### src/verilog/cofz_pkg.sv
// Constants and types shared by the clock output freeze control block.
// Behaviour
// (RQ1) Serial mask holds thirteen output enable bits.
// (RQ2) Bus and peripheral clock zero unmasked.
// (RQ3) Mask zero freezes output, one lets run.
// (RQ4) Frozen output stays low, never toggles.
// (RQ5) Strobe with level low freezes all.
// (RQ6) Strobe with level high unfreezes all.
// (RQ7) Common freeze covers all fifteen outputs.
// (RQ8) Host sends low start, thirteen bits.
// (RQ9) Data sampled on serial clock rising edge.
// (RQ10) Mask bit order follows output list.
// (RQ11) Gate changes only while output low.
// (RQ12) Reset: mask all ones, outputs running.
package cofz_pkg;

	// Number of serially maskable outputs.
	localparam int MASK_W = 13;
	// Total number of clock outputs.
	localparam int OUT_N = 15;
	// Width of the serial bit counter.
	localparam int BIT_CNT_W = 4;
	// Mask value after reset: every output runs.
	localparam logic [MASK_W-1:0] MASK_RESET = 13'h1fff;
	// Level of the serial start bit.
	localparam logic START_LEVEL = 1'b0;

	// Output positions; positions below MASK_W match mask bits.
	localparam int IDX_DOUBLE_RATE_CPU_CLOCK = 0;
	localparam int IDX_CPU_CLOCK_ENABLE_OUT = 1;
	localparam int IDX_BUS_CLOCK_ENABLE_OUT = 2;
	localparam int IDX_BUS_CLOCK_FIRST = 3;
	localparam int IDX_PERIPH_CLOCK_FIRST = 7;
	localparam int IDX_BUS_CLOCK_ZERO_OUT = 13;
	localparam int IDX_PERIPHERAL_CLOCK_ZERO_OUT = 14;

	// Positions of the pins inside the synchroniser vector.
	localparam int PIN_N = 4;
	localparam int PIN_SER_CLK = 0;
	localparam int PIN_SER_DATA_N = 1;
	localparam int PIN_COMMON_N = 2;
	localparam int PIN_STROBE_N = 3;
	// Pin levels seen before the first sample.
	localparam logic [PIN_N-1:0] PIN_RESET = 4'he;

	// Serial receiver states.
	typedef enum logic {RX_IDLE, RX_DATA} cofz_rx_state_t;

endpackage

### src/verilog/cofz_mask_rx.sv
// Serial receiver that loads the output freeze mask.
module cofz_mask_rx
#(
	parameter int MASK_W = cofz_pkg::MASK_W,
	parameter int BIT_CNT_W = cofz_pkg::BIT_CNT_W
)
(
	// Clock, reset and enable.
	input wire logic clk,
	input wire logic rst,
	input wire logic clkEn,
	// Synchronised serial port levels.
	input wire logic serClk,
	input wire logic serData,
	// Loaded mask and its load strobe.
	output logic [MASK_W-1:0] mask,
	output logic loadPulse
);
	import cofz_pkg::*;

	////////////////////////////////////////////////////////////////////
	// Receiver state.
	cofz_rx_state_t state, next_state; // Idle or collecting bits.
	logic [BIT_CNT_W-1:0] bitCnt, next_bitCnt; // Next bit position.
	logic [MASK_W-1:0] shift, next_shift; // Bits collected so far.
	logic [MASK_W-1:0] next_mask; // Mask after this cycle.
	logic next_loadPulse; // High for the cycle after the last bit.
	logic prevClk; // Serial clock level one cycle ago.
	logic riseClk; // Rising edge of the serial clock.
	localparam logic [BIT_CNT_W-1:0] LAST_BIT = BIT_CNT_W'(MASK_W - 1);

	// Next state; bits land in a shadow and reach the mask together,
	// so the outputs never see a half loaded pattern.
	always_comb
	begin
		riseClk = serClk & ~prevClk;
		next_state = state;
		next_bitCnt = bitCnt;
		next_shift = shift;
		next_mask = mask;
		next_loadPulse = 1'b0;
		// (RQ9) rising edge sampling
		if (riseClk)
		begin
			unique case (state)
				RX_IDLE:
				begin
					// (RQ8) start bit detect
					if (serData == START_LEVEL)
					begin
						next_state = RX_DATA;
						next_bitCnt = '0;
					end
				end
				RX_DATA:
				begin
					// (RQ10) bit zero first
					next_shift[bitCnt] = serData;
					// (RQ1) thirteen bit load
					if (bitCnt == LAST_BIT)
					begin
						next_mask = next_shift;
						next_loadPulse = 1'b1;
						next_state = RX_IDLE;
					end
					else
					begin
						next_bitCnt = bitCnt + 1'b1;
					end
				end
			endcase
		end
	end

	// Registers; a low clock enable holds everything.
	always_ff @(posedge clk or posedge rst)
	begin
		if (rst)
		begin
			state <= RX_IDLE;
			bitCnt <= '0;
			shift <= '0;
			// (RQ12) mask resets to ones
			mask <= {MASK_W{1'b1}};
			loadPulse <= 1'b0;
			prevClk <= 1'b0;
		end
		else if (clkEn)
		begin
			state <= next_state;
			bitCnt <= next_bitCnt;
			shift <= next_shift;
			mask <= next_mask;
			loadPulse <= next_loadPulse;
			prevClk <= serClk;
		end
	end

	////////////////////////////////////////////////////////////////////
	// Checks.
	property p_sample_bit;
		@(posedge clk) disable iff (rst)
		clkEn && state == RX_DATA && serClk && !prevClk
		|=> shift[$past(bitCnt)] == $past(serData);
	endproperty
	a_sample_bit: assert property (p_sample_bit) // (RQ9)
		else $error("serial bit not captured on clock rise");

	property p_load_last;
		@(posedge clk) disable iff (rst)
		clkEn && state == RX_DATA && serClk && !prevClk
		&& bitCnt == LAST_BIT |=> loadPulse && state == RX_IDLE
		&& mask == shift;
	endproperty
	a_load_last: assert property (p_load_last) // (RQ1)
		else $error("mask not loaded after last serial bit");

	property p_mask_hold;
		@(posedge clk) disable iff (rst)
		!loadPulse |-> $stable(mask) || $past(rst);
	endproperty
	a_mask_hold: assert property (p_mask_hold) // (RQ8)
		else $error("mask changed without a complete frame");

endmodule

### src/verilog/cofz_top.sv
// Output freeze control for a fifteen output clock driver.
module cofz_top
#(
	parameter int MASK_W = cofz_pkg::MASK_W,
	parameter int OUT_N = cofz_pkg::OUT_N
)
(
	// Clock, reset and clock enable.
	input wire logic clk,
	input wire logic rst,
	input wire logic clkEn,
	// Control pins from the power management controller.
	input wire logic freezeClkPin,
	input wire logic freezeDataNPin,
	input wire logic commonFreezeNPin,
	input wire logic freezeStrobeNPin,
	// Running clocks from the internal dividers, same clock domain.
	input wire logic [cofz_pkg::OUT_N-1:0] runClk,
	// Gated clock outputs.
	output logic [cofz_pkg::OUT_N-1:0] clkOut
);
	import cofz_pkg::*;

	////////////////////////////////////////////////////////////////////
	// Pin synchronisers.

	// First stage; only the second stage reads it.
	logic [PIN_N-1:0] pinMeta;
	// Second stage; the only pin copy that logic may look at.
	logic [PIN_N-1:0] pinSync;
	// Next values of both stages.
	logic [PIN_N-1:0] next_pinMeta, next_pinSync;

	// The pins are asynchronous, so each passes two flip-flops first.
	// Latency is two cycles, well inside the serial clock period.
	always_comb
	begin
		next_pinMeta = {freezeStrobeNPin, commonFreezeNPin,
			freezeDataNPin, freezeClkPin};
		next_pinSync = pinMeta;
	end

	// Synchroniser registers, idle pin levels after reset.
	always_ff @(posedge clk or posedge rst)
	begin
		if (rst)
		begin
			pinMeta <= PIN_RESET;
			pinSync <= PIN_RESET;
		end
		else if (clkEn)
		begin
			pinMeta <= next_pinMeta;
			pinSync <= next_pinSync;
		end
	end

	////////////////////////////////////////////////////////////////////
	// Serial mask port.

	// Currently loaded mask, one enable per maskable output.
	logic [MASK_W-1:0] mask;
	// Load strobe from the receiver; nothing in this module reads it.
	logic maskLoad;

	// The receiver holds the mask itself; the host may only write it.
	cofz_mask_rx #(
		.MASK_W(MASK_W),
		.BIT_CNT_W(BIT_CNT_W)
	) u_rx (
		.clk(clk),
		.rst(rst),
		.clkEn(clkEn),
		.serClk(pinSync[PIN_SER_CLK]),
		.serData(pinSync[PIN_SER_DATA_N]),
		.mask(mask),
		.loadPulse(maskLoad)
	);

	////////////////////////////////////////////////////////////////////
	// Common freeze through the strobe.

	// High while the common path lets all outputs run.
	logic commonRun, next_commonRun;
	// Strobe level one cycle ago, for falling edge detection.
	logic prevStrobe;
	// Falling edge of the strobe.
	logic strobeFall;

	// The level is taken on the strobe's falling edge, so a slow or
	// wandering level between strobes has no effect on the outputs.
	always_comb
	begin
		strobeFall = prevStrobe & ~pinSync[PIN_STROBE_N];
		next_commonRun = commonRun;
		// (RQ5) strobe latches freeze level
		if (strobeFall)
		begin
			// (RQ6) high level unfreezes all
			next_commonRun = pinSync[PIN_COMMON_N];
		end
	end

	// Common freeze registers; unfrozen after reset.
	always_ff @(posedge clk or posedge rst)
	begin
		if (rst)
		begin
			// (RQ12) common path runs
			commonRun <= 1'b1;
			prevStrobe <= 1'b1;
		end
		else if (clkEn)
		begin
			commonRun <= next_commonRun;
			prevStrobe <= pinSync[PIN_STROBE_N];
		end
	end

	////////////////////////////////////////////////////////////////////
	// Per output gating.

	// Wanted run state of each output.
	logic [OUT_N-1:0] enable;
	// Gate state actually applied to each output.
	logic [OUT_N-1:0] gate;
	// Gate state as it stands in this cycle.
	logic [OUT_N-1:0] gateNow;
	// Next output levels.
	logic [OUT_N-1:0] next_clkOut;

	// One slice per output. The gate may only follow its enable while
	// the running clock is low, which keeps every pulse full width.
	// The price is up to half a divider period of extra freeze delay.
	genvar k;
	generate
		for (k = 0; k < OUT_N; k++)
		begin : g_out
			if (k < MASK_W)
			begin : g_masked
				// (RQ3) mask one runs output
				assign enable[k] = mask[k] & commonRun;
			end
			else
			begin : g_free
				// (RQ2) no mask bit here
				// (RQ7) common freeze still applies
				assign enable[k] = commonRun;
			end
			// (RQ11) change only while low
			assign gateNow[k] = runClk[k] ? gate[k] : enable[k];
			// (RQ4) frozen output held low
			assign next_clkOut[k] = runClk[k] & gateNow[k];
		end
	endgenerate

	// Gate and output registers; outputs come straight from flops.
	always_ff @(posedge clk or posedge rst)
	begin
		if (rst)
		begin
			gate <= '1;
			clkOut <= '0;
		end
		else if (clkEn)
		begin
			gate <= gateNow;
			clkOut <= next_clkOut;
		end
	end

	////////////////////////////////////////////////////////////////////
	// Checks.

	property p_frozen_low;
		@(posedge clk) disable iff (rst)
		clkEn |=> (clkOut & ~$past(gateNow)) == '0;
	endproperty
	a_frozen_low: assert property (p_frozen_low) // (RQ4)
		else $error("frozen output not held low");

	property p_no_runt;
		@(posedge clk) disable iff (rst)
		clkEn |=> ((gate ^ $past(gate)) & $past(runClk)) == '0;
	endproperty
	a_no_runt: assert property (p_no_runt) // (RQ11)
		else $error("gate changed while its clock was high");

	// The strobe with a low level must clear the common run state.
	property p_strobe_freeze;
		@(posedge clk) disable iff (rst)
		clkEn && strobeFall && !pinSync[PIN_COMMON_N] |=> !commonRun;
	endproperty
	a_strobe_freeze: assert property (p_strobe_freeze) // (RQ5)
		else $error("strobe with low level did not freeze all");

	// While frozen in common, a cycle with every clock low closes
	// every gate at once; this happens often, so the check is live.
	property p_freeze_all;
		@(posedge clk) disable iff (rst)
		clkEn && !commonRun && runClk == '0
		|=> gate == '0 && clkOut == '0;
	endproperty
	a_freeze_all: assert property (p_freeze_all) // (RQ5)
		else $error("common freeze left an output running");

	property p_strobe_run;
		@(posedge clk) disable iff (rst)
		clkEn && strobeFall && pinSync[PIN_COMMON_N] |=> commonRun;
	endproperty
	a_strobe_run: assert property (p_strobe_run) // (RQ6)
		else $error("strobe with high level did not unfreeze");

	property p_common_all;
		@(posedge clk) disable iff (rst)
		clkEn && !commonRun && !runClk[IDX_BUS_CLOCK_ZERO_OUT]
		&& !runClk[IDX_PERIPHERAL_CLOCK_ZERO_OUT]
		|=> !gate[IDX_BUS_CLOCK_ZERO_OUT]
		&& !gate[IDX_PERIPHERAL_CLOCK_ZERO_OUT];
	endproperty
	a_common_all: assert property (p_common_all) // (RQ7)
		else $error("common freeze missed an unmasked output");

	property p_unmasked_run;
		@(posedge clk) disable iff (rst)
		clkEn && commonRun && mask == '0 && !runClk[IDX_BUS_CLOCK_ZERO_OUT]
		|=> gate[IDX_BUS_CLOCK_ZERO_OUT];
	endproperty
	a_unmasked_run: assert property (p_unmasked_run) // (RQ2)
		else $error("bus clock zero stopped by the mask");

	property p_mask_zero;
		@(posedge clk) disable iff (rst)
		clkEn |=> (~$past(mask) & ~$past(runClk[MASK_W-1:0])
		& gate[MASK_W-1:0]) == '0;
	endproperty
	a_mask_zero: assert property (p_mask_zero) // (RQ3)
		else $error("mask zero did not freeze its output");

	property p_mask_bit_map;
		@(posedge clk) disable iff (rst)
		clkEn && commonRun && mask[IDX_PERIPH_CLOCK_FIRST]
		&& !runClk[IDX_PERIPH_CLOCK_FIRST]
		|=> gate[IDX_PERIPH_CLOCK_FIRST];
	endproperty
	a_mask_bit_map: assert property (p_mask_bit_map) // (RQ10)
		else $error("mask bit steered the wrong output");

	property p_reset_state;
		@(posedge clk) disable iff (rst)
		$past(rst) |-> mask == MASK_RESET && commonRun && gate == '1;
	endproperty
	a_reset_state: assert property (p_reset_state) // (RQ12)
		else $error("state after reset is not all running");

endmodule

### config.mk
export PLATFORM = sky130hd
export DESIGN_NAME = cofz_top
export DESIGN_NICKNAME = d
export VERILOG_FILES = /design/src/verilog/cofz_pkg.sv /design/src/verilog/cofz_mask_rx.sv /design/src/verilog/cofz_top.sv
export SDC_FILE = /design/constraint.sdc
export NUM_CORES = 1
export LEC_CHECK = 0
export ABC_AREA = 0
export BUFFER_PORTS_ARGS = -buffer_cell sky130_fd_sc_hd__buf_2
export CAP_MARGIN = 25
export CORE_UTILIZATION = 60
export DETAILED_ROUTE_END_ITERATION = 8
export GPL_TIMING_DRIVEN = 0
export PLACE_DENSITY_LB_ADDON = 0.05
export SLEW_MARGIN = 20
export SYNTH_ARGS = -nofsm -noshare
export SYNTH_HDL_FRONTEND = slang
export SYNTH_SLANG_ARGS = --single-unit
### constraint.sdc
create_clock -name clk -period 5.6 [get_ports clk]
set_input_delay 0.28 -clock clk [delete_from_list [all_inputs] [get_ports clk]]
set_output_delay 0.28 -clock clk [all_outputs]
set_load 0.02 [all_outputs]
==> metrics.txt <==
via count=2,351; Syn Inst Count=300; dominant cell type by area after synthesis=dfstp_2; CP startpoint kind=flip-flop; Max-slew headroom=69.9%; Synthesized Nets=326; final instance area=3770 um2; row count=26; Tcrit/Tclk final=30.1%; share of cells above drive strength 1=34.5%; Final ANT Viol Nets=0; vias per cell=5.54; I/O pins=37; f_max=592 MHz; first-pass GRT wire length=10,300 um; Worst Skew=0.00686 ns; pwr/cell area=390 nW/um2; leak pwr=1.62 nW; fin cells=424; Die W=75.9 um; Ys Warns=0; Clock Latency Late Sink=0.35 ns; largest net degree at the start of global routing=59; clk slew on worst S/H paths=0.07 ns; Post-synth EDFFs=0; die area=5750 um2; Worst-Margin Slew=0.452 ns; RSZ-0062 raised after global routing=false; FF-to-FF End=u_rx.mask[9]; GRT overflow=0; HP Class=input pin to flip-flop; Max FO, Critical Path=10; share of the synthesized area in the top cell type=28.9%; clk root buf=clkbuf_8; Sink Count=71; CTS buffer count=9; crit path kind=flip-flop to flip-flop; Crit. End Element=flip-flop; register area=1820 um2; Die Y=75.9 um; Max-Cap Viols=0; top post-synthesis cells by area=dfstp_2 29%, dfrtp_1 27%, o21ai_0 7.5%, mux2_2 5.2%, mux2i_1 3.1%; placed cell area=3570 um2; arrival time at the worst endpoint=1.97 ns; status=complete, no violations; crit path time final=1.69 ns; H-tree levels=3; hold depth=2; min-delay src=runClk[12]; Worst EP required=5.88 ns; fin worst setup slack=3.91 ns; placed cell count=407; initial antenna violation count=0; 1st-pass router iterations=4; synthesized cell area=3270 um2; Residual DRC=0; area of the multi-input gates=1270 um2; fillers=381; initial detailed-routing violation count=133; detailed-placement wirelength estimate=4380 um; Yosys reg bits=71; n_diodes=0; routability cong.=0.842; Routed wire per std cell=14.9 um; Clock Tree Buf Depth=2; post-route setup TNS=0 ns; number of port buffers=36; P&R area growth vs syn=15.1%; Netlist cell types=36; reg-to-reg startpoint=u_rx.bitCnt[0]; Final nets=375; r2r worst-path depth=6; final hold vios=0; Worst Setup Slack post-DPL=3.95 ns; Starting Density=63.3%; final wirelength=6310 um; vias in the first global route=2,125; Final setup viols=0; All-Layer GR Usage=24.7%; r2r setup slk=3.91 ns; CTS tree=yes; Post-synth ARST share=100%; top_reg_cell synth=dfstp_2; CTS resizes=0; post-synthesis sequential area ratio=55.7%; max-slew violation count=0; Max VDD drop=0.000294 V; Util after Layout=72.8%; Core Footprint=5170 um2; Avg Inst Size Synth=10.9 um2
==> metrics by stage <==
stage / power (mW) / hold slack, ns
after global placement: 1.07 / 0.455
after global routing: 1.55 / 0.103
after floorplan: 0.982 / 0.341
after detailed placement: 1.09 / 0.211
final: 1.47 / 0.0962
after CTS: 1.47 / 0.0884
==> how the worst max path moves through the flow <==
stage / cells after the start / end / slack (ns) / startpoint
5_1_grt: 6 / u_rx.mask[2] / 3.70 / u_rx.bitCnt[0]
4_1_cts: 6 / u_rx.mask[9] / 3.93 / u_rx.bitCnt[0]
3_3_place_gp: 2 / u_rx.shift[7] / 2.77 / rst
6_report: 6 / u_rx.mask[9] / 3.91 / u_rx.bitCnt[0]
3_5_place_dp: 6 / u_rx.mask[9] / 3.95 / u_rx.bitCnt[0]
2_1_floorplan: 1 / clkOut[0] / 3.58 / rst
==> routing by layer <==
| metal | part of all wire [%] | vias to the layer above | routed length, um | GRT usage, % |
|---|---|---|---|---|
| met1 | 48 | 1126 | 3040 | 33.4 |
| li1 | - | 1168 | - | - |
| met2 | 46 | 49 | 2930 | 38.5 |
| met3 | 3.9 | 8 | 245 | 5.29 |
| met4 | 1.4 | 0 | 91 | 10.5 |
| met5 | 0 | - | 0 | 0 |
==> cell type report <==
cell class | count | share of cell area (%)
sequential | 71 | 48.4
timing repair buffer | 38 | 5.78
tap | 70 | 2.32
multi-input combinational | 190 | 33.8
buffer | 19 | 2.72
clock inverter | 2 | 0.365
clock buffer | 14 | 4.58
inverter | 20 | 2.06
==> cell families (layout without fill, tap and decap cells) <==
kind of cell,after synthesis,in the layout,synth area share (%)
AO/OA/AOI/OAI,79,79,13.5
adder cells (fa/ha/maj),4,4,1.53
flip-flops,71,71,55.7
buffers and inverters,39,93,5.43
AND/OR/NAND/NOR,78,78,13.8
multiplexers,29,29,10.1
==> repair_timing <==
item | CTS | global route
buffers inserted | 0 | 0
hold endpoints to repair | 13 | 0
setup endpoints to repair | 0 | 0
hold buffers | 1 | 0
==> layout by cell type (no fill, tap or decap), drive strengths merged <==
master and n:
nor3b 4, nor2 3, nor4b 1, and4b 1, nor3 4, buf 45, nand4bb 1, nand4b 1
a22oi 1, and3 1, o21ai 59, nand3b 10, mux2i 10, a21oi 3, inv 20, clkbuf 25
nand2 26, ha 4, dfrtp 35, dlygate4sd3 1, clkinv 2, mux2 19, nor2b 2, o31ai 13
nand3 20, a41oi 1, o311ai 2, and3b 1, nand4 3, dfstp 36
==> power breakdown <==
part	leakage [nW]	internal [mW]	switching, mW	total (mW)
combinational	0.689	0.164	0.221	0.385
sequential	0.836	0.636	0.0646	0.701
clock	0.0967	0.198	0.185	0.383
==> cells in the mapped netlist, types with 10 or more instances <==
master,n
o21ai_0,49
dfstp_2,36
dfrtp_1,35
nand2_1,25
inv_1,19
nand3_1,19
mux2_2,15
o31ai_1,13
clkbuf_1,11
mux2i_1,10
nand3b_1,10
o21ai_1,10
==> worst max-delay path, stage by stage, from the launching register on <==
cell,delay [ns]
dfrtp_1,0.49
inv_1,0.10
ha_1,0.28
nand3_1,0.19
clkbuf_1,0.31
o21ai_0,0.16
o21ai_1,0.09
Power figures use the tool's default switching activity.
